### src/common/rrso_map.svh
`ifndef RRSO_MAP_SVH
`define RRSO_MAP_SVH

// Register byte offsets on the bus.
`define RRSO_OFF_INSTR 12'h000
`define RRSO_OFF_STATUS 12'h004
`define RRSO_OFF_WREG 12'h008
`define RRSO_OFF_PC 12'h00c
`define RRSO_OFF_STACK 12'h010
`define RRSO_OFF_FADDR 12'h014
`define RRSO_OFF_FDATA 12'h018

// Status register bit positions.
`define RRSO_ST_CARRY 0
`define RRSO_ST_PDOWN 1
`define RRSO_ST_TOUT 2
`define RRSO_ST_BUSY 8
`define RRSO_ST_ASLEEP 9
`define RRSO_ST_FLUSH 10

// Stack register read layout.
`define RRSO_STK_PTR_LSB 16

// Instruction encodings.
`define RRSO_OP_RETURN 14'h0008
`define RRSO_OP_SLEEP 14'h0063
`define RRSO_OP_ROTL 6'h0d
`define RRSO_OP_ROTR 6'h0c

// One instruction cycle is four clocks; this is the index of its last clock.
`define RRSO_QLAST 2'h3
// Extra clocks a memory window read holds the bus.
`define RRSO_FD_WAIT 2'h2

// Reset values.
`define RRSO_PC_RST 13'h0000
`define RRSO_TOUT_RST 1'b1
`define RRSO_PDOWN_RST 1'b1
`define RRSO_CARRY_RST 1'b0
`define RRSO_WREG_RST 8'h00

`endif

### src/common/rrso_pkg.sv
package rrso_pkg;

  typedef enum logic [2:0]
  {
    RRSO_K_NONE,
    RRSO_K_RET,
    RRSO_K_SLEEP,
    RRSO_K_ROTL,
    RRSO_K_ROTR
  } rrso_kind_t;

  typedef enum logic [1:0]
  {
    RRSO_IDLE,
    RRSO_EXEC,
    RRSO_FLUSH,
    RRSO_SLEEP
  } rrso_state_t;

  typedef struct packed
  {
    rrso_kind_t kind;
    logic dest;
    logic [6:0] fAddr;
  } rrso_dec_t;

  typedef struct packed
  {
    logic sel;
    logic wr;
    logic [11:0] addr;
  } rrso_aphase_t;

  typedef struct packed
  {
    logic we;
    logic [6:0] addr;
    logic [7:0] wdata;
  } rrso_memreq_t;

endpackage : rrso_pkg

### src/rtl/rrso_core.sv
// Summary of operation
// - Return pops stack top into program counter.
// - Return takes two cycles, discards fetch, flags kept.
// - Rotate left through carry, only carry changes.
// - Rotate left destination: 0 working, 1 file.
// - Rotate right through carry, only carry changes.
// - Rotate right destination: 0 working, 1 file.
// - Sleep clears powerdown flag, sets timeout flag.
// - Sleep clears watchdog count and prescaler.
// - Sleep stops oscillator and execution until wake.
`include "rrso_map.svh"

module rrso_core
(
  input wire logic ref_clk,
  input wire logic rst_b,
  input wire logic hsel,
  input wire logic [31:0] haddr,
  input wire logic [1:0] htrans,
  input wire logic hwrite,
  input wire logic [2:0] hsize,
  input wire logic [31:0] hwdata,
  input wire logic hready,
  output logic hreadyout,
  output logic hresp,
  output logic [31:0] hrdata,
  input wire logic wakeEvent,
  output logic oscStop,
  output logic wdtClear,
  output logic prescClear,
  output logic discardFetch
);
  import rrso_pkg::*;

  rrso_state_t state_ff;
  logic [1:0] phase_ff;
  logic [13:0] instr_ff;
  rrso_dec_t dec;
  logic [7:0] wreg_ff;
  logic carry_ff;
  logic pdown_ff;
  logic tout_ff;
  logic [12:0] pc_ff;
  logic [12:0] stack_ff [8];
  logic [2:0] sp_ff;
  logic [12:0] stackTop;
  logic [6:0] fileAddr_ff;
  logic [7:0] memRdata;
  rrso_memreq_t memReq;
  logic wakeMeta_ff;
  logic wakeSync_ff;
  rrso_aphase_t aph_ff;
  logic [31:0] hrdata_ff;
  logic [1:0] fdWait_ff;
  logic [31:0] readMux;
  logic [31:0] statusWord;
  logic oscStop_ff;
  logic wdtClear_ff;
  logic prescClear_ff;
  logic commit;
  logic isRot;
  logic issue;
  logic swIdleWr;
  logic [8:0] rotResult;

  function automatic rrso_dec_t decodeOp(input logic [13:0] op);
    rrso_dec_t d;
    d.dest = op[7];
    d.fAddr = op[6:0];
    if (op == `RRSO_OP_RETURN)
      d.kind = RRSO_K_RET;
    else if (op == `RRSO_OP_SLEEP)
      d.kind = RRSO_K_SLEEP;
    else if (op[13:8] == `RRSO_OP_ROTL)
      d.kind = RRSO_K_ROTL;
    else if (op[13:8] == `RRSO_OP_ROTR)
      d.kind = RRSO_K_ROTR;
    else
      d.kind = RRSO_K_NONE;
    return d;
  endfunction : decodeOp

  // Carry out in bit 8, rotated byte below it.
  function automatic logic [8:0] rotateThroughCarry(input logic [7:0] v, input logic c, input logic left);
    if (left)
      return {v[7], v[6:0], c};
    return {v[0], c, v[7:1]};
  endfunction : rotateThroughCarry

  function automatic logic busWrite(input rrso_aphase_t a, input logic [11:0] off);
    return a.sel && a.wr && (a.addr == off);
  endfunction : busWrite

  assign dec = decodeOp(instr_ff);
  assign isRot = (dec.kind == RRSO_K_ROTL) || (dec.kind == RRSO_K_ROTR);
  assign commit = (state_ff == RRSO_EXEC) && (phase_ff == `RRSO_QLAST);
  assign issue = busWrite(aph_ff, `RRSO_OFF_INSTR) && (state_ff == RRSO_IDLE);
  assign swIdleWr = (state_ff == RRSO_IDLE);
  assign stackTop = stack_ff[sp_ff - 3'h1];
  assign rotResult = rotateThroughCarry(memRdata, carry_ff, dec.kind == RRSO_K_ROTL);

  // The wake pin is asynchronous, so it is synchronised before the sleep logic sees it.
  always_ff @(posedge ref_clk)
  begin
    if (!rst_b)
    begin
      wakeMeta_ff <= 1'b0;
      wakeSync_ff <= 1'b0;
    end
    else
    begin
      wakeMeta_ff <= wakeEvent;
      wakeSync_ff <= wakeMeta_ff;
    end
  end

  always_ff @(posedge ref_clk)
  begin
    if (!rst_b)
    begin
      state_ff <= RRSO_IDLE;
      phase_ff <= 2'h0;
      instr_ff <= 14'h0000;
    end
    else
    begin
      phase_ff <= phase_ff + 2'h1;
      case (state_ff)
        RRSO_IDLE:
        begin
          phase_ff <= 2'h0;
          if (issue)
          begin
            instr_ff <= hwdata[13:0];
            state_ff <= RRSO_EXEC;
          end
        end
        RRSO_EXEC:
        begin
          if (commit)
          begin
            if (dec.kind == RRSO_K_RET)
              state_ff <= RRSO_FLUSH;
            else if (dec.kind == RRSO_K_SLEEP)
              state_ff <= RRSO_SLEEP;
            else
              state_ff <= RRSO_IDLE;
          end
        end
        RRSO_FLUSH:
        begin
          if (phase_ff == `RRSO_QLAST)
            state_ff <= RRSO_IDLE;
        end
        RRSO_SLEEP:
        begin
          phase_ff <= 2'h0;
          if (wakeSync_ff)
            state_ff <= RRSO_IDLE;
        end
        default:
        begin
          state_ff <= RRSO_IDLE;
        end
      endcase
    end
  end

  // Flags: the instruction in flight wins over a software write in the same cycle.
  always_ff @(posedge ref_clk)
  begin
    if (!rst_b)
    begin
      carry_ff <= `RRSO_CARRY_RST;
      pdown_ff <= `RRSO_PDOWN_RST;
      tout_ff <= `RRSO_TOUT_RST;
    end
    else if (commit && isRot)
    begin
      carry_ff <= rotResult[8];
    end
    else if (commit && (dec.kind == RRSO_K_SLEEP))
    begin
      pdown_ff <= 1'b0;
      tout_ff <= 1'b1;
    end
    else if (busWrite(aph_ff, `RRSO_OFF_STATUS))
    begin
      carry_ff <= hwdata[`RRSO_ST_CARRY];
    end
  end

  always_ff @(posedge ref_clk)
  begin
    if (!rst_b)
      wreg_ff <= `RRSO_WREG_RST;
    else if (commit && isRot && !dec.dest)
      wreg_ff <= rotResult[7:0];
    else if (busWrite(aph_ff, `RRSO_OFF_WREG))
      wreg_ff <= hwdata[7:0];
  end

  // Program counter and return stack; software can only push or steer them while idle.
  always_ff @(posedge ref_clk)
  begin
    if (!rst_b)
    begin
      pc_ff <= `RRSO_PC_RST;
      sp_ff <= 3'h0;
      for (int i = 0; i < 8; i++)
        stack_ff[i] <= `RRSO_PC_RST;
    end
    else if (commit && (dec.kind == RRSO_K_RET))
    begin
      pc_ff <= stackTop;
      sp_ff <= sp_ff - 3'h1;
    end
    else if (commit)
    begin
      pc_ff <= pc_ff + 13'h0001;
    end
    else if (swIdleWr && busWrite(aph_ff, `RRSO_OFF_PC))
    begin
      pc_ff <= hwdata[12:0];
    end
    else if (swIdleWr && busWrite(aph_ff, `RRSO_OFF_STACK))
    begin
      stack_ff[sp_ff] <= hwdata[12:0];
      sp_ff <= sp_ff + 3'h1;
    end
  end

  always_ff @(posedge ref_clk)
  begin
    if (!rst_b)
    begin
      oscStop_ff <= 1'b0;
      wdtClear_ff <= 1'b0;
      prescClear_ff <= 1'b0;
    end
    else
    begin
      wdtClear_ff <= commit && (dec.kind == RRSO_K_SLEEP);
      prescClear_ff <= commit && (dec.kind == RRSO_K_SLEEP);
      if (commit && (dec.kind == RRSO_K_SLEEP))
        oscStop_ff <= 1'b1;
      else if ((state_ff == RRSO_SLEEP) && wakeSync_ff)
        oscStop_ff <= 1'b0;
    end
  end

  assign oscStop = oscStop_ff;
  assign wdtClear = wdtClear_ff;
  assign prescClear = prescClear_ff;
  assign discardFetch = (state_ff == RRSO_FLUSH);

  // The executing rotate owns the memory port; software writes reach it only while idle.
  always_comb
  begin
    memReq.we = swIdleWr && busWrite(aph_ff, `RRSO_OFF_FDATA);
    memReq.addr = fileAddr_ff;
    memReq.wdata = hwdata[7:0];
    if (state_ff == RRSO_EXEC)
    begin
      memReq.addr = dec.fAddr;
      memReq.we = commit && isRot && dec.dest;
      memReq.wdata = rotResult[7:0];
    end
  end

  rrso_file_mem u_file_mem
  (
    .ref_clk(ref_clk),
    .rst_b(rst_b),
    .memReq(memReq),
    .rdData_ff(memRdata)
  );

  always_ff @(posedge ref_clk)
  begin
    if (!rst_b)
      fileAddr_ff <= 7'h00;
    else if (busWrite(aph_ff, `RRSO_OFF_FADDR))
      fileAddr_ff <= hwdata[6:0];
  end

  always_comb
  begin
    statusWord = 32'h0000_0000;
    statusWord[`RRSO_ST_CARRY] = carry_ff;
    statusWord[`RRSO_ST_PDOWN] = pdown_ff;
    statusWord[`RRSO_ST_TOUT] = tout_ff;
    statusWord[`RRSO_ST_BUSY] = (state_ff == RRSO_EXEC);
    statusWord[`RRSO_ST_ASLEEP] = (state_ff == RRSO_SLEEP);
    statusWord[`RRSO_ST_FLUSH] = (state_ff == RRSO_FLUSH);
  end

  always_comb
  begin
    readMux = 32'h0000_0000;
    case (haddr[11:0])
      `RRSO_OFF_INSTR: readMux[13:0] = instr_ff;
      `RRSO_OFF_STATUS: readMux = statusWord;
      `RRSO_OFF_WREG: readMux[7:0] = wreg_ff;
      `RRSO_OFF_PC: readMux[12:0] = pc_ff;
      `RRSO_OFF_STACK: readMux = {13'h0000, sp_ff, 3'h0, stackTop};
      `RRSO_OFF_FADDR: readMux[6:0] = fileAddr_ff;
      default: readMux = 32'h0000_0000;
    endcase
  end

  // Window reads wait two clocks so that a fresh address reaches the registered memory output.
  always_ff @(posedge ref_clk)
  begin
    if (!rst_b)
    begin
      aph_ff <= '0;
      hrdata_ff <= 32'h0000_0000;
      fdWait_ff <= 2'h0;
    end
    else if (fdWait_ff != 2'h0)
    begin
      fdWait_ff <= fdWait_ff - 2'h1;
      if (fdWait_ff == 2'h1)
        hrdata_ff <= {24'h000000, memRdata};
    end
    else if (hready)
    begin
      aph_ff <= '{sel: hsel && htrans[1], wr: hwrite, addr: haddr[11:0]};
      if (hsel && htrans[1] && !hwrite)
      begin
        hrdata_ff <= readMux;
        if (haddr[11:0] == `RRSO_OFF_FDATA)
          fdWait_ff <= `RRSO_FD_WAIT;
      end
    end
  end

  assign hreadyout = (fdWait_ff == 2'h0);
  assign hresp = 1'b0;
  assign hrdata = hrdata_ff;
endmodule : rrso_core

### src/rtl/rrso_file_mem.sv
module rrso_file_mem
(
  input wire logic ref_clk,
  input wire logic rst_b,
  input wire rrso_pkg::rrso_memreq_t memReq,
  output logic [7:0] rdData_ff
);
  import rrso_pkg::*;

  logic [7:0] mem [128];

  // A write and a read of the same address return the old byte.
  always_ff @(posedge ref_clk)
  begin
    if (memReq.we)
    begin
      mem[memReq.addr] <= memReq.wdata;
    end
  end

  always_ff @(posedge ref_clk)
  begin
    if (!rst_b)
    begin
      rdData_ff <= 8'h00;
    end
    else
    begin
      rdData_ff <= mem[memReq.addr];
    end
  end

endmodule : rrso_file_mem

### config.mk
export PLATFORM = sky130hd
export DESIGN_NAME = rrso_core
export DESIGN_NICKNAME = d
export VERILOG_FILES = /design/src/common/rrso_pkg.sv /design/src/rtl/rrso_core.sv /design/src/rtl/rrso_file_mem.sv
export VERILOG_INCLUDE_DIRS = /design/src /design/src/common
export SDC_FILE = /design/constraint.sdc
export NUM_CORES = 1
export LEC_CHECK = 0
export BUFFER_PORTS_ARGS = -buffer_cell sky130_fd_sc_hd__buf_2
export CAP_MARGIN = 15
export CORE_MARGIN = 1.5
export CORE_UTILIZATION = 30
export CTS_CLUSTER_DIAMETER = 40
export DETAILED_ROUTE_END_ITERATION = 10
export GPL_ROUTABILITY_DRIVEN = 0
export PLACE_DENSITY_LB_ADDON = 0.05
export SETUP_SLACK_MARGIN = 0.15
export SLEW_MARGIN = 0
export SYNTH_ARGS = -nofsm -noshare
export SYNTH_HDL_FRONTEND = slang
export SYNTH_HIERARCHICAL = 1
export SYNTH_SLANG_ARGS = --single-unit
### constraint.sdc
create_clock -name ref_clk -period 10 [get_ports ref_clk]
set_input_delay 0.5 -clock ref_clk [delete_from_list [all_inputs] [get_ports ref_clk]]
set_output_delay 0.5 -clock ref_clk [all_outputs]
set_load 0.05 [all_outputs]
==> reports/metrics.cfg <==
[critical_path]
cpPeakStageDelay_ps=1060
cp_slowest_cell=nor2_1
path_class=flop to flop
worstPathRequired_ps=10410
end_kind=flop
cp_max_fo=51
critical-path-top-delay-family=buffers and inverters
cpMostUsedCell=buf_4
worst-path-buf-inv=5
cp_cell_sequence=inv_1, ha_2, buf_4, mux2_8, buf_4, inv_2, buf_4, nand3_2, nor2_1
crit_arrival_ps=6290
crit_path_start_kind=flop

[floorplan]
initial_core_util_pct=30.3
rows=149
core_mm2=0.165
chipHeight_um=412
ios=113
die_w_um=412
die-area_mm2=0.169

[timing]
setup-violations-final=0
relSlewSlack_pct=18.0
clock_skew_ps=52.4
rsz0062_at_grt=no
period_share_pct=58.8
hold_viol=0
whs_ps=91.2
drv_slew=0
period_needed_ps=5880
tightest_slew_ps=1230
fin_tns_setup_ps=0
layout_setup_ws_ps=4120
fmax_mhz=170

[layout]
postLayoutCoreUtil_pct=36.3
diodes=0
final_nets=3541
drive_above_1_share_pct=18.3
synthToLayoutAreaGrowth_pct=19.8

[synth]
yosysUniqueCellTypes=93
synth_flop_cell=edfxtp_1
synthCells=3335
ys_warn_count=6
netlist_area_mm2=0.0501
synth.largest_area_cell=edfxtp_1
synth-seq-area-share_pct=71.4
ys_top_cells_by_area=edfxtp_1 68%, dfxtp_1 3.8%, a221oi_1 3.8%
synth-edff-count=1128
ys_seq_elements=1224
async_flop_share_pct=0
avgSynthCellArea_um2=15.0
synth_top_area_share_pct=67.6

[clocking]
cts_tree=done
clockBufferDepth=3
cts_num_sinks=1224
cts-htree-levels=4
numCtsBuffers=203
clk_pin_slew_ps=50
clkLatencyLatePin_ps=830
root_buffer=clkbuf_16
cts_resized=0

[global_routing]
grt_antenna_before_repair=3
track_usage_pct=21.2
grt_overflow=0
grt_pass1_wl_mm=253
grt_pass1_vias=31660
grt_max_degree=96

[power]
clockPowerShare_pct=53.2
p_comb_share_pct=3.4
ir_drop_mv=0.179
power_density_mw_per_mm2=222
internal_power_mw=10.3
p_sw_mw=3.02
p_seq_share_pct=43.4
p_sw_share_pct=22.6
leakagePower_nw=19.2

[drt]
drtIter0Drc=2881
via_per_inst=5.39
drcViolationCount=0
dr.pass1.iters=5
totalWireLength_mm=181
wl_per_cell_um=31.2
via_count=31368
ant_nets=0

[worst_hold_path]
hold_class=primary input to flop

[outcome]
outcome=finished, final reports clean

[placement]
hpwl_mm=108
place_ws_ps=4100
portBuffers=54

[flow_run]
maxCapViolCount=0

-- synthesized netlist by cell type, types with 17 or more instances --
cell / count
a211oi_1: 28
a21oi_1: 181
a221oi_1: 218
a22oi_1: 56
and2_1: 116
buf_1: 18
buf_2: 73
buf_4: 38
buf_6: 17
clkbuf_1: 112
dfxtp_1: 96
edfxtp_1: 1128
inv_1: 18
mux2_1: 39
mux2_2: 58
mux2i_1: 77
mux4_2: 51
nand2_1: 206
nand3_1: 42
nor2_1: 286
nor2b_1: 24
o21ai_0: 88
o21ai_1: 18
o22ai_1: 19
-- what timing repair did --
action	in CTS	in global routing
buffers inserted	0	0
hold buffers	14	0
hold endpoints to repair	13	0
-- path summary, 6_finish.rpt --
path	startpoint	end	slack, ps	depth (start not counted)
hold / removal	haddr[4]	aph_ff[4]	90	3
setup / recovery	state_ff[1]	u_file_mem/mem[90][7]	4120	9
hold reg to reg	phase_ff[0]	phase_ff[0]	420	1
setup reg to reg	state_ff[1]	u_file_mem/mem[90][7]	4120	9
-- cells in the final DEF (no fill, tap or decap), types with 54 or more instances in the layout --
| master | count |
|---|---|
| nand2_1 | 203 |
| mux2_2 | 54 |
| clkbuf_16 | 203 |
| buf_2 | 55 |
| dfxtp_1 | 96 |
| a221oi_1 | 218 |
| a22oi_1 | 56 |
| and2_1 | 115 |
| a21oi_1 | 172 |
| edfxtp_1 | 1128 |
| mux2i_1 | 77 |
| nor2_1 | 284 |
| o21ai_0 | 80 |
| buf_4 | 80 |
-- stage by stage --
| stage | cells | total power [mW] | area, µm² |
|---|---|---|---|
| floorplan | 3350 | 6.15 | 50200 |
| global placement | 5417 | 6.33 | 52800 |
| detailed placement | 5419 | 6.35 | 52800 |
| CTS | 5810 | 13.5 | 60000 |
| global route | 5815 | 13.7 | 60000 |
| finish | 5815 | 13.4 | 60000 |
-- power by group through the flow --
stage               Combinational (mW)  Clock (mW)  Sequential, mW
global route                     0.484        7.47            5.79
global placement                 0.436           0            5.89
finish                           0.449        7.11            5.79
CTS                              0.455        7.25            5.79
floorplan                        0.215           0            5.94
detailed placement               0.450           0            5.90
-- worst reg2reg max path: cells and delay by family (launching register included) --
family                     cells  cell delay, ps
adders and majority gates      1             170
buffers and inverters          5            2340
DFF                            1             330
muxes                          1             630
and+or+nand+nor                2            2010
-- per-layer routing --
layer  global-route usage [%]  vias to the layer above  wire (µm)
met4                     7.44                        0       6160
met3                     3.37                      290       9380
li1                         -                    13499          -
met5                        0                        -          0
met2                     35.4                     1085      88200
met1                     27.7                    16494      77600
-- layout make-up --
class,count,area [µm²]
clock buffers,233,5240
multi-input cells,1843,13200
well taps,2189,2740
fillers,15612,105000
inverters,24,92.6
clock inverters,144,1800
flip-flops and latches,1224,35800
repair buffers,158,1160
-- registers in the layout, summed over array words and instances, names as in the netlist, 3 cells and up --
signal and count:
u_file_mem/rdData_ff 8, sp_ff 3, fileAddr_ff 7, aph_ff 14, instr_ff 14, hrdata 17
u_file_mem/mem 1024, pc_ff 13, wreg_ff 8, stack_ff 104
-- logic make-up (layout without fill, tap and decap cells) --
| logic type | count (synthesis) | after routing | synth area share (%) |
|---|---|---|---|
| simple gates | 781 | 781 | 7.42 |
| other cells | 1 | 16 | 0.00748 |
| buf+inv | 283 | 559 | 2.86 |
| fa+ha+maj | 12 | 12 | 0.300 |
| flops | 1224 | 1224 | 71.4 |
| mux | 237 | 237 | 6.37 |
| xor+xnor | 5 | 5 | 0.0874 |
| compound gates | 792 | 792 | 11.5 |
(Power assumes the default switching activity.)
